`src/design/frvcd_pkg.sv`:
```
// Shared constants, states and carriers of the read-class command decoder
package frvcd_pkg;

	// ==========================================================
	// Opcodes in the low five bits of the first command byte
	localparam logic [4:0] OPC_READ_DATA  = 5'h06;
	localparam logic [4:0] OPC_READ_DEL   = 5'h0c;
	localparam logic [4:0] OPC_READ_TRACK = 5'h02;
	localparam logic [4:0] OPC_READ_ID    = 5'h0a;
	localparam logic [4:0] OPC_VERIFY     = 5'h16;

	// ==========================================================
	// Field positions
	localparam int OPT_MULTI_TRACK_BIT = 7;
	localparam int OPT_DENSITY_BIT     = 6;
	localparam int OPT_SKIP_BIT        = 5;
	localparam int COUNT_FLAG_BIT      = 7;
	localparam int HEAD_SELECT_BIT     = 2;
	localparam int ST2_CONTROL_MARK    = 6;
	localparam int ST1_NO_DATA         = 2;

	// Parameter byte positions within a command
	localparam logic [3:0] PRM_SELECT = 4'h1;
	localparam logic [3:0] PRM_CYL    = 4'h2;
	localparam logic [3:0] PRM_HEAD   = 4'h3;
	localparam logic [3:0] PRM_REC    = 4'h4;
	localparam logic [3:0] PRM_SIZE   = 4'h5;
	localparam logic [3:0] PRM_LAST   = 4'h6;
	localparam logic [3:0] PRM_LEN    = 4'h8;

	// ==========================================================
	// Counts and values after reset
	localparam logic [3:0] CMD_LEN_DATA   = 4'h9;
	localparam logic [3:0] CMD_LEN_ID     = 4'h2;
	localparam logic [2:0] RESULT_LAST    = 3'h6;
	localparam logic [1:0] INDEX_LIMIT    = 2'h2;
	localparam logic [1:0] IC_NORMAL      = 2'h0;
	localparam logic [1:0] IC_ABNORMAL    = 2'h1;
	localparam logic [1:0] IC_INVALID     = 2'h2;
	localparam logic [7:0] BYTE_RESET     = 8'h00;
	localparam logic [7:0] REC_FIRST      = 8'h01;

	// ==========================================================
	// States, one-hot
	typedef enum logic [4:0] {
		ST_IDLE   = 5'b00001,
		ST_PARAM  = 5'b00010,
		ST_FIND   = 5'b00100,
		ST_XFER   = 5'b01000,
		ST_RESULT = 5'b10000
	} frvcd_state_t;

	// Sector identity field
	typedef struct packed {
		logic [7:0] c;
		logic [7:0] h;
		logic [7:0] r;
		logic [7:0] n;
	} frvcd_id_t;

	// One byte from the data separator
	typedef struct packed {
		logic [7:0] data;
		logic       last;
		logic       deleted;
	} frvcd_sector_t;

endpackage

```
`src/design/frvcd_decoder.sv`:
```
// Read-class floppy command decoder, sequencer and result generator
`timescale 1ns/10ps
// How it works
// - Read data opcode 00110 with three option bits
// - Select, identity, last, gap, length bytes precede execution
// - Result opens with status zero, one, two
// - Then cylinder, head, record, size reached
// - Read deleted data uses opcode 01100
// - Read track reads index through last sector
// - Read identity captures first good identity field
// - Read identity returns status then captured identity
// - Verify opcode 10110, count flag, no transfer
// - Skip option passes over sectors of the unwanted data mark, except in read track
// - Command, execution, result phases in sequence
// - Second byte low bits select drive
// - Second byte bit two selects head
// - Last sector number ends multi-sector transfer
module frvcd_decoder (
	input  wire logic                    clock,
	input  wire logic                    rst_b,
	input  wire logic                    cmd_valid,
	input  wire logic [7:0]              cmd_byte,
	output logic                         cmd_ready,
	output logic                         res_valid,
	output logic [7:0]                   res_byte,
	input  wire logic                    res_ready,
	input  wire logic                    id_valid,
	input  wire frvcd_pkg::frvcd_id_t    id_field,
	input  wire logic                    id_crc_ok,
	input  wire logic                    index_pulse,
	input  wire logic                    sec_valid,
	input  wire frvcd_pkg::frvcd_sector_t sec_in,
	output logic                         sec_ready,
	output logic                         xfer_valid,
	output logic [7:0]                   xfer_byte,
	input  wire logic                    xfer_ready,
	output logic [1:0]                   drive_sel,
	output logic                         head_sel,
	output logic                         density_sel,
	output logic                         exec_busy
);
	import frvcd_pkg::*;

	// ==========================================================
	// State
	typedef struct packed {
		frvcd_state_t    state;
		logic [7:0]      opt;
		logic [8:0][7:0] prm;
		logic [3:0]      pcnt;
		frvcd_id_t       cur;
		logic [1:0]      idx_cnt;
		logic            started;
		logic [7:0]      done_cnt;
		logic [1:0]      ic;
		logic            no_data;
		logic            cmark;
		logic [2:0]      res_idx;
		logic [2:0]      res_last;
		logic            res_valid;
		logic [7:0]      res_byte;
		logic            cmd_ready;
		logic [1:0][7:0] buf_d;
		logic [1:0]      buf_v;
		logic [1:0]      drive_sel;
		logic            head_sel;
		logic            dens;
		logic            busy;
		logic            sec_rdy;
	} frvcd_reg_t;

	frvcd_reg_t st_reg;
	frvcd_reg_t st_next;

	// ==========================================================
	// Result byte for a given position
	function automatic logic [7:0] result_at(input frvcd_reg_t s,
		input logic [2:0] i);
		logic [7:0] b;
		b = BYTE_RESET;
		case (i)
			3'h0: begin
				b = {s.ic, 3'b000, s.head_sel, s.drive_sel};
			end
			3'h1: begin
				b[ST1_NO_DATA] = s.no_data;
			end
			3'h2: begin
				b[ST2_CONTROL_MARK] = s.cmark;
			end
			3'h3: b = s.cur.c;
			3'h4: b = s.cur.h;
			3'h5: b = s.cur.r;
			3'h6: b = s.cur.n;
			default: b = BYTE_RESET;
		endcase
		return b;
	endfunction

	logic [4:0]  opc;
	logic        want_del;
	logic        mismatch;
	logic        pop;
	logic        push;
	logic [7:0]  push_d;
	logic        finish;
	logic [1:0]  fin_ic;

	always_comb begin
		st_next = st_reg;
		opc = st_reg.opt[4:0];
		want_del = (opc == OPC_READ_DEL);
		mismatch = sec_in.deleted != want_del;
		pop = st_reg.buf_v[0] && xfer_ready;
		push = 1'b0;
		push_d = sec_in.data;
		finish = 1'b0;
		fin_ic = IC_NORMAL;

		case (st_reg.state)
			ST_IDLE: begin
				if (cmd_valid) begin
					st_next.opt = cmd_byte;
					st_next.ic = IC_NORMAL;
					st_next.no_data = 1'b0;
					st_next.cmark = 1'b0;
					st_next.pcnt = PRM_SELECT;
					st_next.res_idx = 3'h0;
					st_next.busy = 1'b1;
					st_next.dens = cmd_byte[OPT_DENSITY_BIT];
					case (cmd_byte[4:0])
						OPC_READ_DATA, OPC_READ_DEL, OPC_READ_TRACK,
						OPC_READ_ID, OPC_VERIFY: begin
							st_next.state = ST_PARAM;
						end
						default: begin
							st_next.ic = IC_INVALID;
							st_next.res_last = 3'h0;
							st_next.res_byte = {IC_INVALID, 6'h00};
							st_next.res_valid = 1'b1;
							st_next.cmd_ready = 1'b0;
							st_next.state = ST_RESULT;
						end
					endcase
				end
			end
			ST_PARAM: begin
				if (cmd_valid) begin
					st_next.prm[st_reg.pcnt] = cmd_byte;
					st_next.pcnt = st_reg.pcnt + 4'h1;
					if (st_reg.pcnt == PRM_SELECT) begin
						st_next.drive_sel = cmd_byte[1:0];
						st_next.head_sel = cmd_byte[HEAD_SELECT_BIT];
					end
					if (st_reg.pcnt + 4'h1 == ((opc == OPC_READ_ID) ?
						CMD_LEN_ID : CMD_LEN_DATA)) begin
						st_next.cmd_ready = 1'b0;
						st_next.state = ST_FIND;
						st_next.idx_cnt = 2'h0;
						st_next.started = 1'b0;
						st_next.done_cnt = BYTE_RESET;
						if (opc != OPC_READ_ID) begin
							st_next.cur = {st_reg.prm[PRM_CYL],
								st_reg.prm[PRM_HEAD], st_reg.prm[PRM_REC],
								st_reg.prm[PRM_SIZE]};
						end
					end
				end
			end
			ST_FIND: begin
				if (index_pulse) begin
					st_next.started = 1'b1;
					st_next.idx_cnt = st_reg.idx_cnt + 2'h1;
					// Two index pulses without a matching sector means no data
					if (st_reg.idx_cnt + 2'h1 == INDEX_LIMIT &&
						!(opc == OPC_READ_TRACK && st_reg.done_cnt != 8'h00)) begin
						st_next.no_data = 1'b1;
						finish = 1'b1;
						fin_ic = IC_ABNORMAL;
					end
				end else if (id_valid && id_crc_ok) begin
					if (opc == OPC_READ_ID) begin
						st_next.cur = id_field;
						finish = 1'b1;
					end else if (opc == OPC_READ_TRACK) begin
						if (st_reg.started) begin
							st_next.cur = id_field;
							st_next.state = ST_XFER;
						end
					end else if (id_field.r == st_reg.cur.r) begin
						st_next.state = ST_XFER;
					end
				end
			end
			ST_XFER: begin
				// Same test as the registered sec_ready, so no byte is lost
				if (sec_valid && st_reg.buf_v[1] == 1'b0) begin
					// Verify moves nothing; skipped sectors of the unwanted data mark are dropped
					push = opc != OPC_VERIFY &&
						!(mismatch && st_reg.opt[OPT_SKIP_BIT] &&
						opc != OPC_READ_TRACK);
					if (sec_in.last) begin
						st_next.done_cnt = st_reg.done_cnt + 8'h01;
						st_next.idx_cnt = 2'h0;
						st_next.state = ST_FIND;
						st_next.cur.r = st_reg.cur.r + 8'h01;
						if (mismatch && !st_reg.opt[OPT_SKIP_BIT] &&
							opc != OPC_READ_TRACK) begin
							st_next.cmark = 1'b1;
							finish = 1'b1;
						end else if (opc == OPC_VERIFY &&
							st_reg.prm[PRM_SELECT][COUNT_FLAG_BIT]) begin
							finish = st_reg.done_cnt + 8'h01 ==
								st_reg.prm[PRM_LEN];
						end else if (st_reg.cur.r == st_reg.prm[PRM_LAST]) begin
							if (st_reg.opt[OPT_MULTI_TRACK_BIT] && opc !=
								OPC_READ_TRACK && !st_reg.head_sel) begin
								st_next.head_sel = 1'b1;
								st_next.cur.h = st_reg.cur.h + 8'h01;
								st_next.cur.r = REC_FIRST;
							end else begin
								finish = 1'b1;
							end
						end
					end
				end
			end
			ST_RESULT: begin
				if (res_ready && st_reg.res_valid) begin
					if (st_reg.res_idx == st_reg.res_last) begin
						st_next.res_valid = 1'b0;
						st_next.busy = 1'b0;
						st_next.cmd_ready = 1'b1;
						st_next.state = ST_IDLE;
					end else begin
						st_next.res_idx = st_reg.res_idx + 3'h1;
						st_next.res_byte = result_at(st_reg,
							st_reg.res_idx + 3'h1);
					end
				end
			end
			default: begin
				st_next.state = ST_IDLE;
			end
		endcase

		if (finish) begin
			st_next.ic = fin_ic;
			st_next.state = ST_RESULT;
			st_next.res_idx = 3'h0;
			st_next.res_last = RESULT_LAST;
			st_next.res_valid = 1'b1;
			st_next.res_byte = {fin_ic, 3'b000, st_reg.head_sel,
				st_reg.drive_sel};
		end

		// Two-entry buffer: the drive side is held off while it is full
		if (pop) begin
			st_next.buf_d[0] = st_reg.buf_d[1];
			st_next.buf_v = {1'b0, st_reg.buf_v[1]};
		end
		if (push) begin
			if (st_next.buf_v[0]) begin
				st_next.buf_d[1] = push_d;
				st_next.buf_v[1] = 1'b1;
			end else begin
				st_next.buf_d[0] = push_d;
				st_next.buf_v[0] = 1'b1;
			end
		end

		// Registered, so the drive sees a plain flop and no decode glitch;
		// taken from the next state, so it still falls as the buffer fills
		st_next.sec_rdy = st_next.state == ST_XFER && !st_next.buf_v[1];
	end

	always_ff @(posedge clock) begin
		if (!rst_b) begin
			st_reg <= '0;
			st_reg.state <= ST_IDLE;
			st_reg.cmd_ready <= 1'b1;
		end else begin
			st_reg <= st_next;
		end
	end

	// ==========================================================
	// Outputs
	assign cmd_ready   = st_reg.cmd_ready;
	assign res_valid   = st_reg.res_valid;
	assign res_byte    = st_reg.res_byte;
	assign sec_ready   = st_reg.sec_rdy;
	assign xfer_valid  = st_reg.buf_v[0];
	assign xfer_byte   = st_reg.buf_d[0];
	assign drive_sel   = st_reg.drive_sel;
	assign head_sel    = st_reg.head_sel;
	assign density_sel = st_reg.dens;
	assign exec_busy   = st_reg.busy;

endmodule

```
`config.mk`:
```
export PLATFORM = sky130hd
export DESIGN_NAME = frvcd_decoder
export DESIGN_NICKNAME = d
export VERILOG_FILES = /design/src/design/frvcd_pkg.sv /design/src/design/frvcd_decoder.sv
export SDC_FILE = /design/constraint.sdc
export NUM_CORES = 1
export LEC_CHECK = 0
export BUFFER_PORTS_ARGS = -buffer_cell sky130_fd_sc_hd__buf_2
export CAP_MARGIN = 10
export CORE_MARGIN = 2
export CORE_UTILIZATION = 50
export DETAILED_ROUTE_END_ITERATION = 8
export PLACE_DENSITY = 0.69
export SLEW_MARGIN = 5
export SYNTH_ARGS = -nofsm -noshare
export SYNTH_HDL_FRONTEND = slang
export SYNTH_SLANG_ARGS = --single-unit
```
`constraint.sdc`:
```
create_clock -name clock -period 3.35 [get_ports clock]
set_input_delay 0.335 -clock clock [delete_from_list [all_inputs] [get_ports clock]]
set_output_delay 0.335 -clock clock [all_outputs]
set_load 0.1 [all_outputs]
```
==> flow_metrics.py, run 1 <==
metrics = {
    "outcome": {
        "status": "finished, final reports clean",
    },
    "die": {
        "ios": 84,
        "initial_utilization": 0.509,
        "die_h_um": 131,
        "core_um2": 15800,
        "die_area_um2": 17100,
        "die_w_um": 131,
        "core.rowCount": 46,
    },
    "layout": {
        "antenna_cells": 0,
        "ff_latch_area_um2": 3000,
        "num-nets-final": 1091,
        "final_layout_size_suffix_gt1_frac": 0.164,
        "multi_input_area_um2": 4520,
        "nFillCells": 1470,
        "largest_reg_flops": 121,
        "area_delta_synth_final_pct": 13.2,
        "final_util": 0.576,
    },
    "sta": {
        "fin_skew_ps": 8.96,
        "worst_pin_slew_ps": 832,
        "setup_viol": 0,
        "rsz0062_at_grt": "false",
        "fmax_mhz": 349,
        "fin_crit_ps": 2870,
        "maxSlewHeadroom": 0.431,
        "slew_violations": 0,
        "setup-tns-final_ps": 0,
        "hold_viol_final": 0,
        "finalCritPeriodShare": 0.855,
    },
    "worst_setup_path": {
        "critPathBufInv": 0,
        "start_kind": "flip-flop",
        "cpLargestDelayFamily": "simple AND/OR/NAND/NOR gates",
        "crit_required_ps": 3650,
        "crit_arrival_ps": 3170,
        "worstPathMaxFanout": 16,
        "crit_path_top_delay_cell": "or4b_2",
        "reg2reg_slack_ps": 480,
        "path_cells": "nand3b_1, or4b_2, and3_1, a21oi_2, or3_1, o32ai_2",
        "reg2reg_from": "opc[3]$_SDFFE_PN0P_",
        "end_kind": "flip-flop",
        "cp_slowest_stage_delay_ps": 660,
        "r2r_cells": 6,
        "reg2reg_to": "st_reg[73]$_SDFFE_PN0P_",
        "path_class": "reg -> reg",
    },
    "placed_design": {
        "gp_congestion": 0.979,
        "hpwlAfterDp_um": 16800,
        "port_buffers": 83,
    },
    "grt": {
        "grt_overflow": 0,
        "met1_usage": 0.409,
        "grtUsageMet2": 0.428,
        "grt_max_degree": 64,
        "grt_usage": 0.285,
        "grt_pass1_vias": 6733,
        "antenna_found_initial": 0,
        "met3_usage": 0.0643,
        "grt_busiest_layer": "met2",
        "grt_pass1_wl_um": 37300,
    },
    "clocking": {
        "clk_latency_ps": 430,
        "cts_root_buffer": "clkbuf_16",
        "ctsHtreeMaxLevel": 4,
        "clockBufferDepth": 2,
        "cts_buffers": 17,
        "post_cts_buffers": 0,
        "cts_sinks": 150,
        "cts_resized": 0,
        "holdBufCountCts": 0,
        "clk_pin_slew_ps": 60,
        "cts_tree": "built",
    },
    "yosys": {
        "syn_nets": 1068,
        "syn_inst": 995,
        "ys_types": 72,
        "syn_avg_cell_area_um2": 8.10,
        "yosys_warnings": 0,
        "synth-main-ff-cell": "dfxtp_1",
        "async_flop_share": 0,
        "seq_area_frac_synth": 0.373,
        "synth_edf_count": 0,
        "syn_area_um2": 8060,
        "synth_seq_cells": 150,
    },
    "worst_hold_path": {
        "worstHoldStart": "sec_in[5]",
        "hold_path_class": "in -> reg",
        "hold_depth": 3,
        "min_to": "st_reg[19]$_SDFFE_PN0P_",
    },
    "routing": {
        "post_drt_via_cell_ratio": 6.12,
        "vias": 7627,
        "drtIter0Drc": 854,
        "drc_errors": 0,
        "dr.pass1.iters": 6,
        "drt_wl_total_um": 24000,
        "post_drt_wl_per_cell_um": 19.3,
        "ant_nets": 0,
    },
    "power": {
        "p_comb_frac": 0.079,
        "ir_drop_mv": 0.361,
        "p_sw_frac": 0.246,
        "p_seq_frac": 0.436,
        "p_int_w": 0.00317,
        "power_density_nw_per_um2": 461,
        "p_switching_w": 0.00104,
        "p_clk_frac": 0.486,
        "p_leak_nw": 3.36,
    },
    "job": {
        "maxCapViolCount": 0,
    },
}
==> placed cells by master, fill, tap and decap left out, types with 6 or more instances in the layout <==
cell	count
a211oi_1	22
a21oi_1	83
a221oi_1	6
a222oi_1	14
a22oi_1	9
a311oi_1	12
and2_1	10
and3_1	12
buf_2	83
buf_4	23
clkbuf_16	17
dfxtp_1	150
ha_1	14
inv_1	20
mux2i_1	36
nand2_1	128
nand3_1	83
nand3b_1	7
nand4_1	6
nor2_1	64
nor3_1	15
o21ai_0	37
o22ai_1	6
o311a_1	16
o31a_1	7
o31ai_1	7
o32ai_2	6
or3_1	6
xnor2_1	20
xor2_1	11
==> Yosys cell counts, types with 6 or more instances <==
library cell | count | area, um^2
dfxtp_1 | 150 | 3000
nand2_1 | 128 | 480
a21oi_1 | 83 | 415
nand3_1 | 83 | 415
clkbuf_1 | 76 | 285
nor2_1 | 64 | 240
o21ai_0 | 37 | 185
mux2i_1 | 36 | 360
a211oi_1 | 22 | 165
inv_1 | 20 | 75.1
xnor2_1 | 20 | 175
buf_4 | 18 | 135
nor3_1 | 16 | 80.1
o311a_1 | 16 | 160
a222oi_1 | 14 | 140
ha_1 | 14 | 175
a311oi_1 | 12 | 105
and3_1 | 12 | 75.1
xor2_1 | 11 | 96.3
and2_1 | 10 | 62.6
a22oi_1 | 9 | 67.6
nand3b_1 | 7 | 52.6
o31a_1 | 7 | 61.3
o31ai_1 | 7 | 52.6
a221oi_1 | 6 | 52.6
nand4_1 | 6 | 37.5
nor4_1 | 6 | 37.5
o22ai_1 | 6 | 37.5
o32ai_2 | 6 | 97.6
or3_1 | 6 | 37.5
==> per-stage QoR <==
stage	total power [W]	std cells	setup slack [ps]	instance area, um^2	hold slack (ps)
2_1_floorplan	0.00207	995	847	8060	430
5_1_grt	0.00433	1247	268	9120	150
3_5_place_dp	0.00220	1215	517	8500	435
3_3_place_gp	0.00219	1215	581	8500	434
6_report	0.00420	1247	484	9120	163
4_1_cts	0.00421	1247	508	9120	152
==> per-layer routing <==
metal	share of wire	wire, um
met1	0.46	11000
met3	0.078	1880
met4	0.017	416
met5	0	0
met2	0.44	10700
==> final cells by class <==
cell class              instances  share of cell area
clock buffers                  20              0.0490
multi-input cells             720               0.495
inverters                      21             0.00878
well taps                     216              0.0296
clock inverters                12              0.0193
repair buffers                108              0.0689
flip-flops and latches        150               0.329
==> cell families (layout without fill, tap and decap cells) <==
logic type | count (synthesis) | after routing | share of synthesized area
simple gates | 369 | 369 | 0.219
xor+xnor | 31 | 31 | 0.0337
fa+ha+maj | 14 | 14 | 0.0217
compound gates | 269 | 269 | 0.238
buf+inv | 125 | 161 | 0.0685
flops | 150 | 150 | 0.373
mux | 37 | 37 | 0.0461
==> worst register-to-register path, delay by kind of cell (launching register included) <==
| family | cells | cell delay (ps) |
|---|---|---|
| flip-flops | 1 | 460 |
| AND/OR/NAND/NOR | 4 | 1570 |
| AO/OA/AOI/OAI | 2 | 720 |
==> power groups by stage <==
stage | logic (W) | registers, W | clock network [W]
5_1_grt | 0.000357 | 0.00183 | 0.00214
4_1_cts | 0.000329 | 0.00183 | 0.00206
3_5_place_dp | 0.000327 | 0.00187 | 0
2_1_floorplan | 0.000169 | 0.00190 | 0
3_3_place_gp | 0.000325 | 0.00187 | 0
6_report | 0.000331 | 0.00183 | 0.00204
==> worst max path at each step <==
| stage | from | endpoint | slack [ps] | depth (start not counted) |
|---|---|---|---|---|
| 2_1_floorplan | opc[0]$_SDFFE_PN0P_ | st_reg[73]$_SDFFE_PN0P_ | 850 | 8 |
| 3_3_place_gp | opc[3]$_SDFFE_PN0P_ | st_reg[74]$_SDFFE_PN0P_ | 580 | 6 |
| 3_5_place_dp | opc[0]$_SDFFE_PN0P_ | st_reg[73]$_SDFFE_PN0P_ | 520 | 6 |
| 4_1_cts | opc[0]$_SDFFE_PN0P_ | st_reg[73]$_SDFFE_PN0P_ | 510 | 6 |
| 5_1_grt | st_reg[174]$_SDFF_PN0_ | xfer_byte[5]$_SDFF_PN0_ | 270 | 6 |
| 6_report | opc[3]$_SDFFE_PN0P_ | st_reg[73]$_SDFFE_PN0P_ | 480 | 6 |
Power figures use the tool's default switching activity.
==> run 2, diff against run 1 <==
--- a/config.mk
+++ b/config.mk
@@ -7,10 +7,11 @@
 export LEC_CHECK = 0
 export BUFFER_PORTS_ARGS = -buffer_cell sky130_fd_sc_hd__buf_2
 export CAP_MARGIN = 10
-export CORE_MARGIN = 2
+export CORE_MARGIN = 3
 export CORE_UTILIZATION = 50
+export CTS_CLUSTER_SIZE = 8
 export DETAILED_ROUTE_END_ITERATION = 8
-export PLACE_DENSITY = 0.69
+export PLACE_DENSITY = 0.72
 export SLEW_MARGIN = 5
 export SYNTH_ARGS = -nofsm -noshare
 export SYNTH_HDL_FRONTEND = slang
==> constraint.sdc (replaced) <==
create_clock -name clock -period 2.6 [get_ports clock]
set_input_delay 0.26 -clock clock [delete_from_list [all_inputs] [get_ports clock]]
set_output_delay 0.26 -clock clock [all_outputs]
set_load 0.1 [all_outputs]
==> run 2 against run 1 <==
Effect of this change: clock-buffer cell count unchanged; non-clock buffer count up 41; sequential power up 28%; register-to-register slack worse by 300 ps; via count up 3.8%; critical path type unchanged.
==> flow_metrics.py, run 2 (synthesis results as in run 1) <==
metrics = {
    "outcome": {
        "status": "finished, final reports clean",
    },
    "layout": {
        "layout_common_cells": "dfxtp_1 (150), nand2_1 (128), a21oi_1 (83), buf_2 (83), nand3_1 (82)",
        "largest_reg_flops": 121,
        "final_layout_size_suffix_gt1_frac": 0.198,
        "mostFrequentLayoutCell": "dfxtp_1",
        "antenna_cells": 0,
        "finish.instance_area_um2": 9450,
        "num-nets-final": 1132,
        "fin_cells": 1282,
        "nFillCells": 1393,
        "area_delta_synth_final_pct": 17.3,
    },
    "worst_setup_path": {
        "cp.depth": 7,
        "reg2reg_from": "opc[0]$_SDFFE_PN0P_",
        "worstSetupStartpoint": "opc[0]$_SDFFE_PN0P_",
        "r2r_cells": 7,
        "start_kind": "flip-flop",
        "cpLargestDelayFamily": "simple AND/OR/NAND/NOR gates",
        "path_class": "reg -> reg",
        "reg2reg_slack_ps": 180,
        "crit_path_top_delay_cell": "or4b_1",
        "crit_required_ps": 2910,
        "worstPathMaxFanout": 32,
        "crit_arrival_ps": 2730,
        "endpoint": "st_reg[59]$_SDFFE_PN0P_",
        "reg2reg_to": "st_reg[59]$_SDFFE_PN0P_",
        "path_cells": "or4b_1, or4_4, o211a_1, nor3_2, buf_12, o21ai_0, o311a_1",
        "cp_slowest_stage_delay_ps": 540,
        "end_kind": "flip-flop",
        "critPathBufInv": 1,
    },
    "sta": {
        "slew_violations": 0,
        "rsz0062_at_grt": "false",
        "fmax_mhz": 413,
        "finalCritPeriodShare": 0.930,
        "worst_pin_slew_ps": 644,
        "fin_skew_ps": 9.29,
        "fin_crit_ps": 2420,
        "maxSlewHeadroom": 0.571,
        "setup-tns-final_ps": 0,
        "hold_viol_final": 0,
        "setup_viol": 0,
    },
    "routing": {
        "vias": 7920,
        "post_drt_via_cell_ratio": 6.18,
        "drc_errors": 0,
        "dr.pass1.iters": 8,
        "drtIter0Drc": 922,
        "ant_nets": 0,
        "drt_wl_total_um": 25000,
        "post_drt_wl_per_cell_um": 19.5,
    },
    "clocking": {
        "cts_root_buffer": "clkbuf_16",
        "post_cts_buffers": 0,
        "cts_resized": 0,
        "clk_pin_slew_ps": 60,
        "clk_latency_ps": 430,
        "cts_sinks": 150,
        "clockBufferDepth": 2,
        "holdBufCountCts": 0,
        "cts_tree": "built",
        "ctsHtreeMaxLevel": 4,
        "cts_buffers": 17,
    },
    "power": {
        "ir_drop_mv": 0.454,
        "p_clk_frac": 0.476,
        "p_switching_w": 0.00135,
        "p_leak_nw": 3.58,
        "p_int_w": 0.00403,
        "p_seq_frac": 0.437,
        "p_comb_frac": 0.088,
        "p_sw_frac": 0.251,
        "power_density_nw_per_um2": 569,
    },
    "die": {
        "die_area_um2": 17700,
        "core_um2": 15500,
        "die_h_um": 133,
        "ios": 84,
        "initial_utilization": 0.520,
        "core.rowCount": 45,
        "die_w_um": 133,
    },
    "grt": {
        "grt_overflow": 0,
        "grt_pass1_wl_um": 39500,
        "grt_usage": 0.279,
        "antenna_found_initial": 0,
        "grt_pass1_vias": 7185,
        "grt_max_degree": 37,
    },
    "placed_design": {
        "place_area_um2": 8840,
        "gp_congestion": 0.997,
        "dp.cells": 1251,
        "port_buffers": 83,
        "hpwlAfterDp_um": 17900,
    },
    "job": {
        "maxCapViolCount": 0,
    },
    "worst_hold_path": {
        "hold_depth": 3,
        "hold_path_class": "in -> reg",
    },
}
[run 2: changes by cell type in the layout (fill, tap and decap cells not counted), moves of 2 or more]
cell / previous run / this run
buf_4: 23 / 61
buf_12: 2 / 5
clkinv_4: 2 / 4
clkinvlp_4: 2 / 0
o311ai_0: 3 / 1
o311ai_1: 0 / 2
[run 2: area by class of cell]
class | instances | area [um^2] | share of cell area
clock buffer | 20 | 457 | 0.0483
multi-input combinational | 720 | 4530 | 0.479
inverter | 21 | 80.1 | 0.00847
timing repair buffer | 149 | 973 | 0.103
tap | 211 | 264 | 0.0279
clock inverter | 11 | 149 | 0.0158
sequential | 150 | 3000 | 0.318
[run 2: tightest hold or removal path, cell delays in order]
cell     delay [ps]
buf_2            90
mux2i_1          60
nor2_1           70
[run 2: how the worst min path moves through the flow]
stage,endpoint,startpoint
floorplan,st_reg[168]$_SDFFE_PN0P_,cmd_byte[5]
global placement,cmd_ready$_SDFFE_PN1P_,cmd_ready$_SDFFE_PN1P_
detailed placement,cmd_ready$_SDFFE_PN1P_,cmd_ready$_SDFFE_PN1P_
CTS,st_reg[17]$_SDFFE_PN0P_,sec_in[3]
global route,st_reg[22]$_SDFFE_PN0P_,sec_in[8]
finish,st_reg[22]$_SDFFE_PN0P_,sec_in[8]
[run 2: power groups by stage]
stage                     Clock [W]  Sequential, W  Combinational, W
after global placement            0        0.00240          0.000459
after floorplan                   0        0.00245          0.000217
after CTS                   0.00258        0.00235          0.000461
after global routing        0.00268        0.00235          0.000503
final                       0.00256        0.00235          0.000472
after detailed placement          0        0.00240          0.000459
[run 2: layer usage]
| layer | vias to the layer above | track usage | routed length, um |
|---|---|---|---|
| li1 | 3744 | - | - |
| met1 | 3737 | 0.391 | 11100 |
| met2 | 390 | 0.414 | 11000 |
| met3 | 49 | 0.0787 | 2340 |
| met4 | 0 | 0.0912 | 681 |
| met5 | - | 0 | 0 |
[run 2: stage by stage]
step	hold WS, ps	worst slack (ps)	utilization	power [W]
final	93.3	181	0.611	0.00538
after global routing	101	4.99	0.611	0.00553
after CTS	81.8	41.3	0.610	0.00539
after detailed placement	439	58.1	0.571	0.00286
after global placement	436	96.8	0.571	0.00286
after floorplan	396	96.7	-	0.00267
==> run 3, diff against run 2 <==
--- a/config.mk
+++ b/config.mk
@@ -8,10 +8,10 @@
 export BUFFER_PORTS_ARGS = -buffer_cell sky130_fd_sc_hd__buf_2
 export CAP_MARGIN = 10
 export CORE_MARGIN = 3
-export CORE_UTILIZATION = 50
+export CORE_UTILIZATION = 48
 export CTS_CLUSTER_SIZE = 8
 export DETAILED_ROUTE_END_ITERATION = 8
-export PLACE_DENSITY = 0.72
+export PLACE_DENSITY = 0.7
 export SLEW_MARGIN = 5
 export SYNTH_ARGS = -nofsm -noshare
 export SYNTH_HDL_FRONTEND = slang
==> run 3 against run 2 <==
Effect of this change: cell count is 0.16% higher; utilization is 2.8 points lower; global-route usage is 1.1 points lower; power is 1.7% lower; critical endpoint is now res_valid$_SDFFE_PN0P_; largest power group unchanged.
==> flow_metrics.py, run 3 (synthesis results as in run 1) <==
metrics = {
    "sta": {
        "setup-tns-final_ps": 0,
        "worst_pin_slew_ps": 632,
        "finalCritPeriodShare": 0.951,
        "fin_skew_ps": 8.79,
        "setup_viol": 0,
        "hold_viol_final": 0,
        "slew_violations": 0,
        "fin_crit_ps": 2470,
        "maxSlewHeadroom": 0.578,
        "fmax_mhz": 404,
        "rsz0062_at_grt": "false",
    },
    "clocking": {
        "clockBufferDepth": 2,
        "cts_tree": "built",
        "cts_root_buffer": "clkbuf_16",
        "cts_buffers": 17,
        "ctsHtreeMaxLevel": 4,
        "clk_pin_slew_ps": 70,
        "holdBufCountCts": 0,
        "cts_sinks": 150,
        "clk_latency_ps": 430,
    },
    "worst_setup_path": {
        "critPathBufInv": 2,
        "end_kind": "flip-flop",
        "crit_required_ps": 2890,
        "cpLargestDelayFamily": "simple AND/OR/NAND/NOR gates",
        "crit_arrival_ps": 2760,
        "worstPathMaxFanout": 8,
        "path_class": "reg -> reg",
        "path_cells": "or4b_1, buf_4, nor2_1, a21oi_1, a211oi_2, buf_4, and3_1, a21oi_1",
        "cp_slowest_stage_delay_ps": 560,
        "start_kind": "flip-flop",
        "crit_path_top_delay_cell": "or4b_1",
    },
    "layout": {
        "area_delta_synth_final_pct": 16.8,
        "final_util": 0.582,
        "nFillCells": 1475,
        "largest_reg_flops": 121,
        "layout_common_cells": "dfxtp_1 (150), nand2_1 (128), a21oi_1 (83), buf_2 (83), nand3_1 (82)",
        "final_layout_size_suffix_gt1_frac": 0.198,
        "antenna_cells": 0,
        "fin_cells": 1284,
        "mostFrequentLayoutCell": "dfxtp_1",
        "finish.instance_area_um2": 9420,
        "num-nets-final": 1128,
    },
    "die": {
        "core_um2": 16200,
        "initial_utilization": 0.498,
        "core.rowCount": 46,
        "ios": 84,
        "die_h_um": 136,
        "die_area_um2": 18400,
        "die_w_um": 136,
    },
    "outcome": {
        "status": "finished, final reports clean",
    },
    "power": {
        "ir_drop_mv": 0.498,
        "p_leak_nw": 3.53,
        "power_density_nw_per_um2": 561,
    },
    "grt": {
        "met1_usage": 0.386,
        "grt_pass1_vias": 7116,
        "grt_busiest_layer": "met2",
        "grt_pass1_wl_um": 38600,
        "met3_usage": 0.0698,
        "grt_overflow": 0,
        "antenna_found_initial": 0,
        "grt_usage": 0.268,
        "grtUsageMet2": 0.397,
        "grt_max_degree": 106,
    },
    "placed_design": {
        "hpwlAfterDp_um": 17600,
        "dp.cells": 1252,
        "place_area_um2": 8810,
        "gp_congestion": 0.910,
        "port_buffers": 83,
    },
    "routing": {
        "drtIter0Drc": 617,
        "vias": 7737,
        "drc_errors": 0,
        "drt_wl_total_um": 24400,
        "ant_nets": 0,
        "post_drt_via_cell_ratio": 6.03,
        "post_drt_wl_per_cell_um": 19.0,
        "dr.pass1.iters": 9,
    },
    "worst_hold_path": {
        "hold_path_class": "in -> reg",
    },
    "job": {
        "maxCapViolCount": 0,
    },
}
## run 3: changes by cell type in the layout (fill, tap and decap cells not counted), sizes merged
cell	previous run	this run
clkinv	8	4
inv	21	23
bufinv	3	2
clkinvlp	0	6
buf	149	145
clkbuf	20	18
## run 3: report_power, final
group | total [W] | switching [W] | internal, W
Combinational | 0.000452 | 0.000316 | 0.000136
Sequential | 0.00235 | 0.0000246 | 0.00232
Clock | 0.00248 | 0.00104 | 0.00144
Total | 0.00529 | 0.00138 | 0.00390
## run 3: worst reg2reg max path: stages (launching register included)
cell and delay (ps):
dfxtp_1 310, or4b_1 560, buf_4 180, nor2_1 230, a21oi_1 210, a211oi_2 230
buf_4 180, and3_1 300, a21oi_1 130
## run 3: worst paths after layout
path,startpoint,endpoint,slack (ps),cells past startpoint
max,opc[0]$_SDFFE_PN0P_,res_valid$_SDFFE_PN0P_,130,8
min,sec_in[5],st_reg[19]$_SDFFE_PN0P_,70,3
max reg2reg,opc[0]$_SDFFE_PN0P_,res_valid$_SDFFE_PN0P_,130,8
min reg2reg,res_byte[4]$_SDFFE_PP0P_,res_byte[4]$_SDFFE_PP0P_,450,2
## run 3: cell type report
| cell class | count | area, um^2 | area share |
|---|---|---|---|
| Clock buffer | 18 | 439 | 0.0466 |
| Clock inverter | 14 | 150 | 0.0159 |
| Inverter | 21 | 80.1 | 0.00850 |
| Multi-Input combinational cell | 720 | 4530 | 0.481 |
| Sequential cell | 150 | 3000 | 0.319 |
| Tap cell | 216 | 270 | 0.0287 |
| Timing Repair Buffer | 145 | 943 | 0.100 |
## run 3: layer usage
layer	routed length [um]	part of all wire
met3	2090	0.086
met2	10800	0.44
met1	11200	0.46
met5	0	0
met4	306	0.013
## run 3: timing repair
item,CTS,global route
gates resized for setup,0,4
buffers inserted,0,0
endpoints found under the setup margin,0,18
## run 3: per-stage QoR
step | power (W) | setup WS, ps | hold slack, ps
CTS | 0.00530 | 17.0 | 67.6
global route | 0.00546 | 4.57 | 67.3
finish | 0.00529 | 128 | 71.9
floorplan | 0.00267 | 96.7 | 396
global placement | 0.00284 | 83.5 | 433
detailed placement | 0.00284 | 38.1 | 446
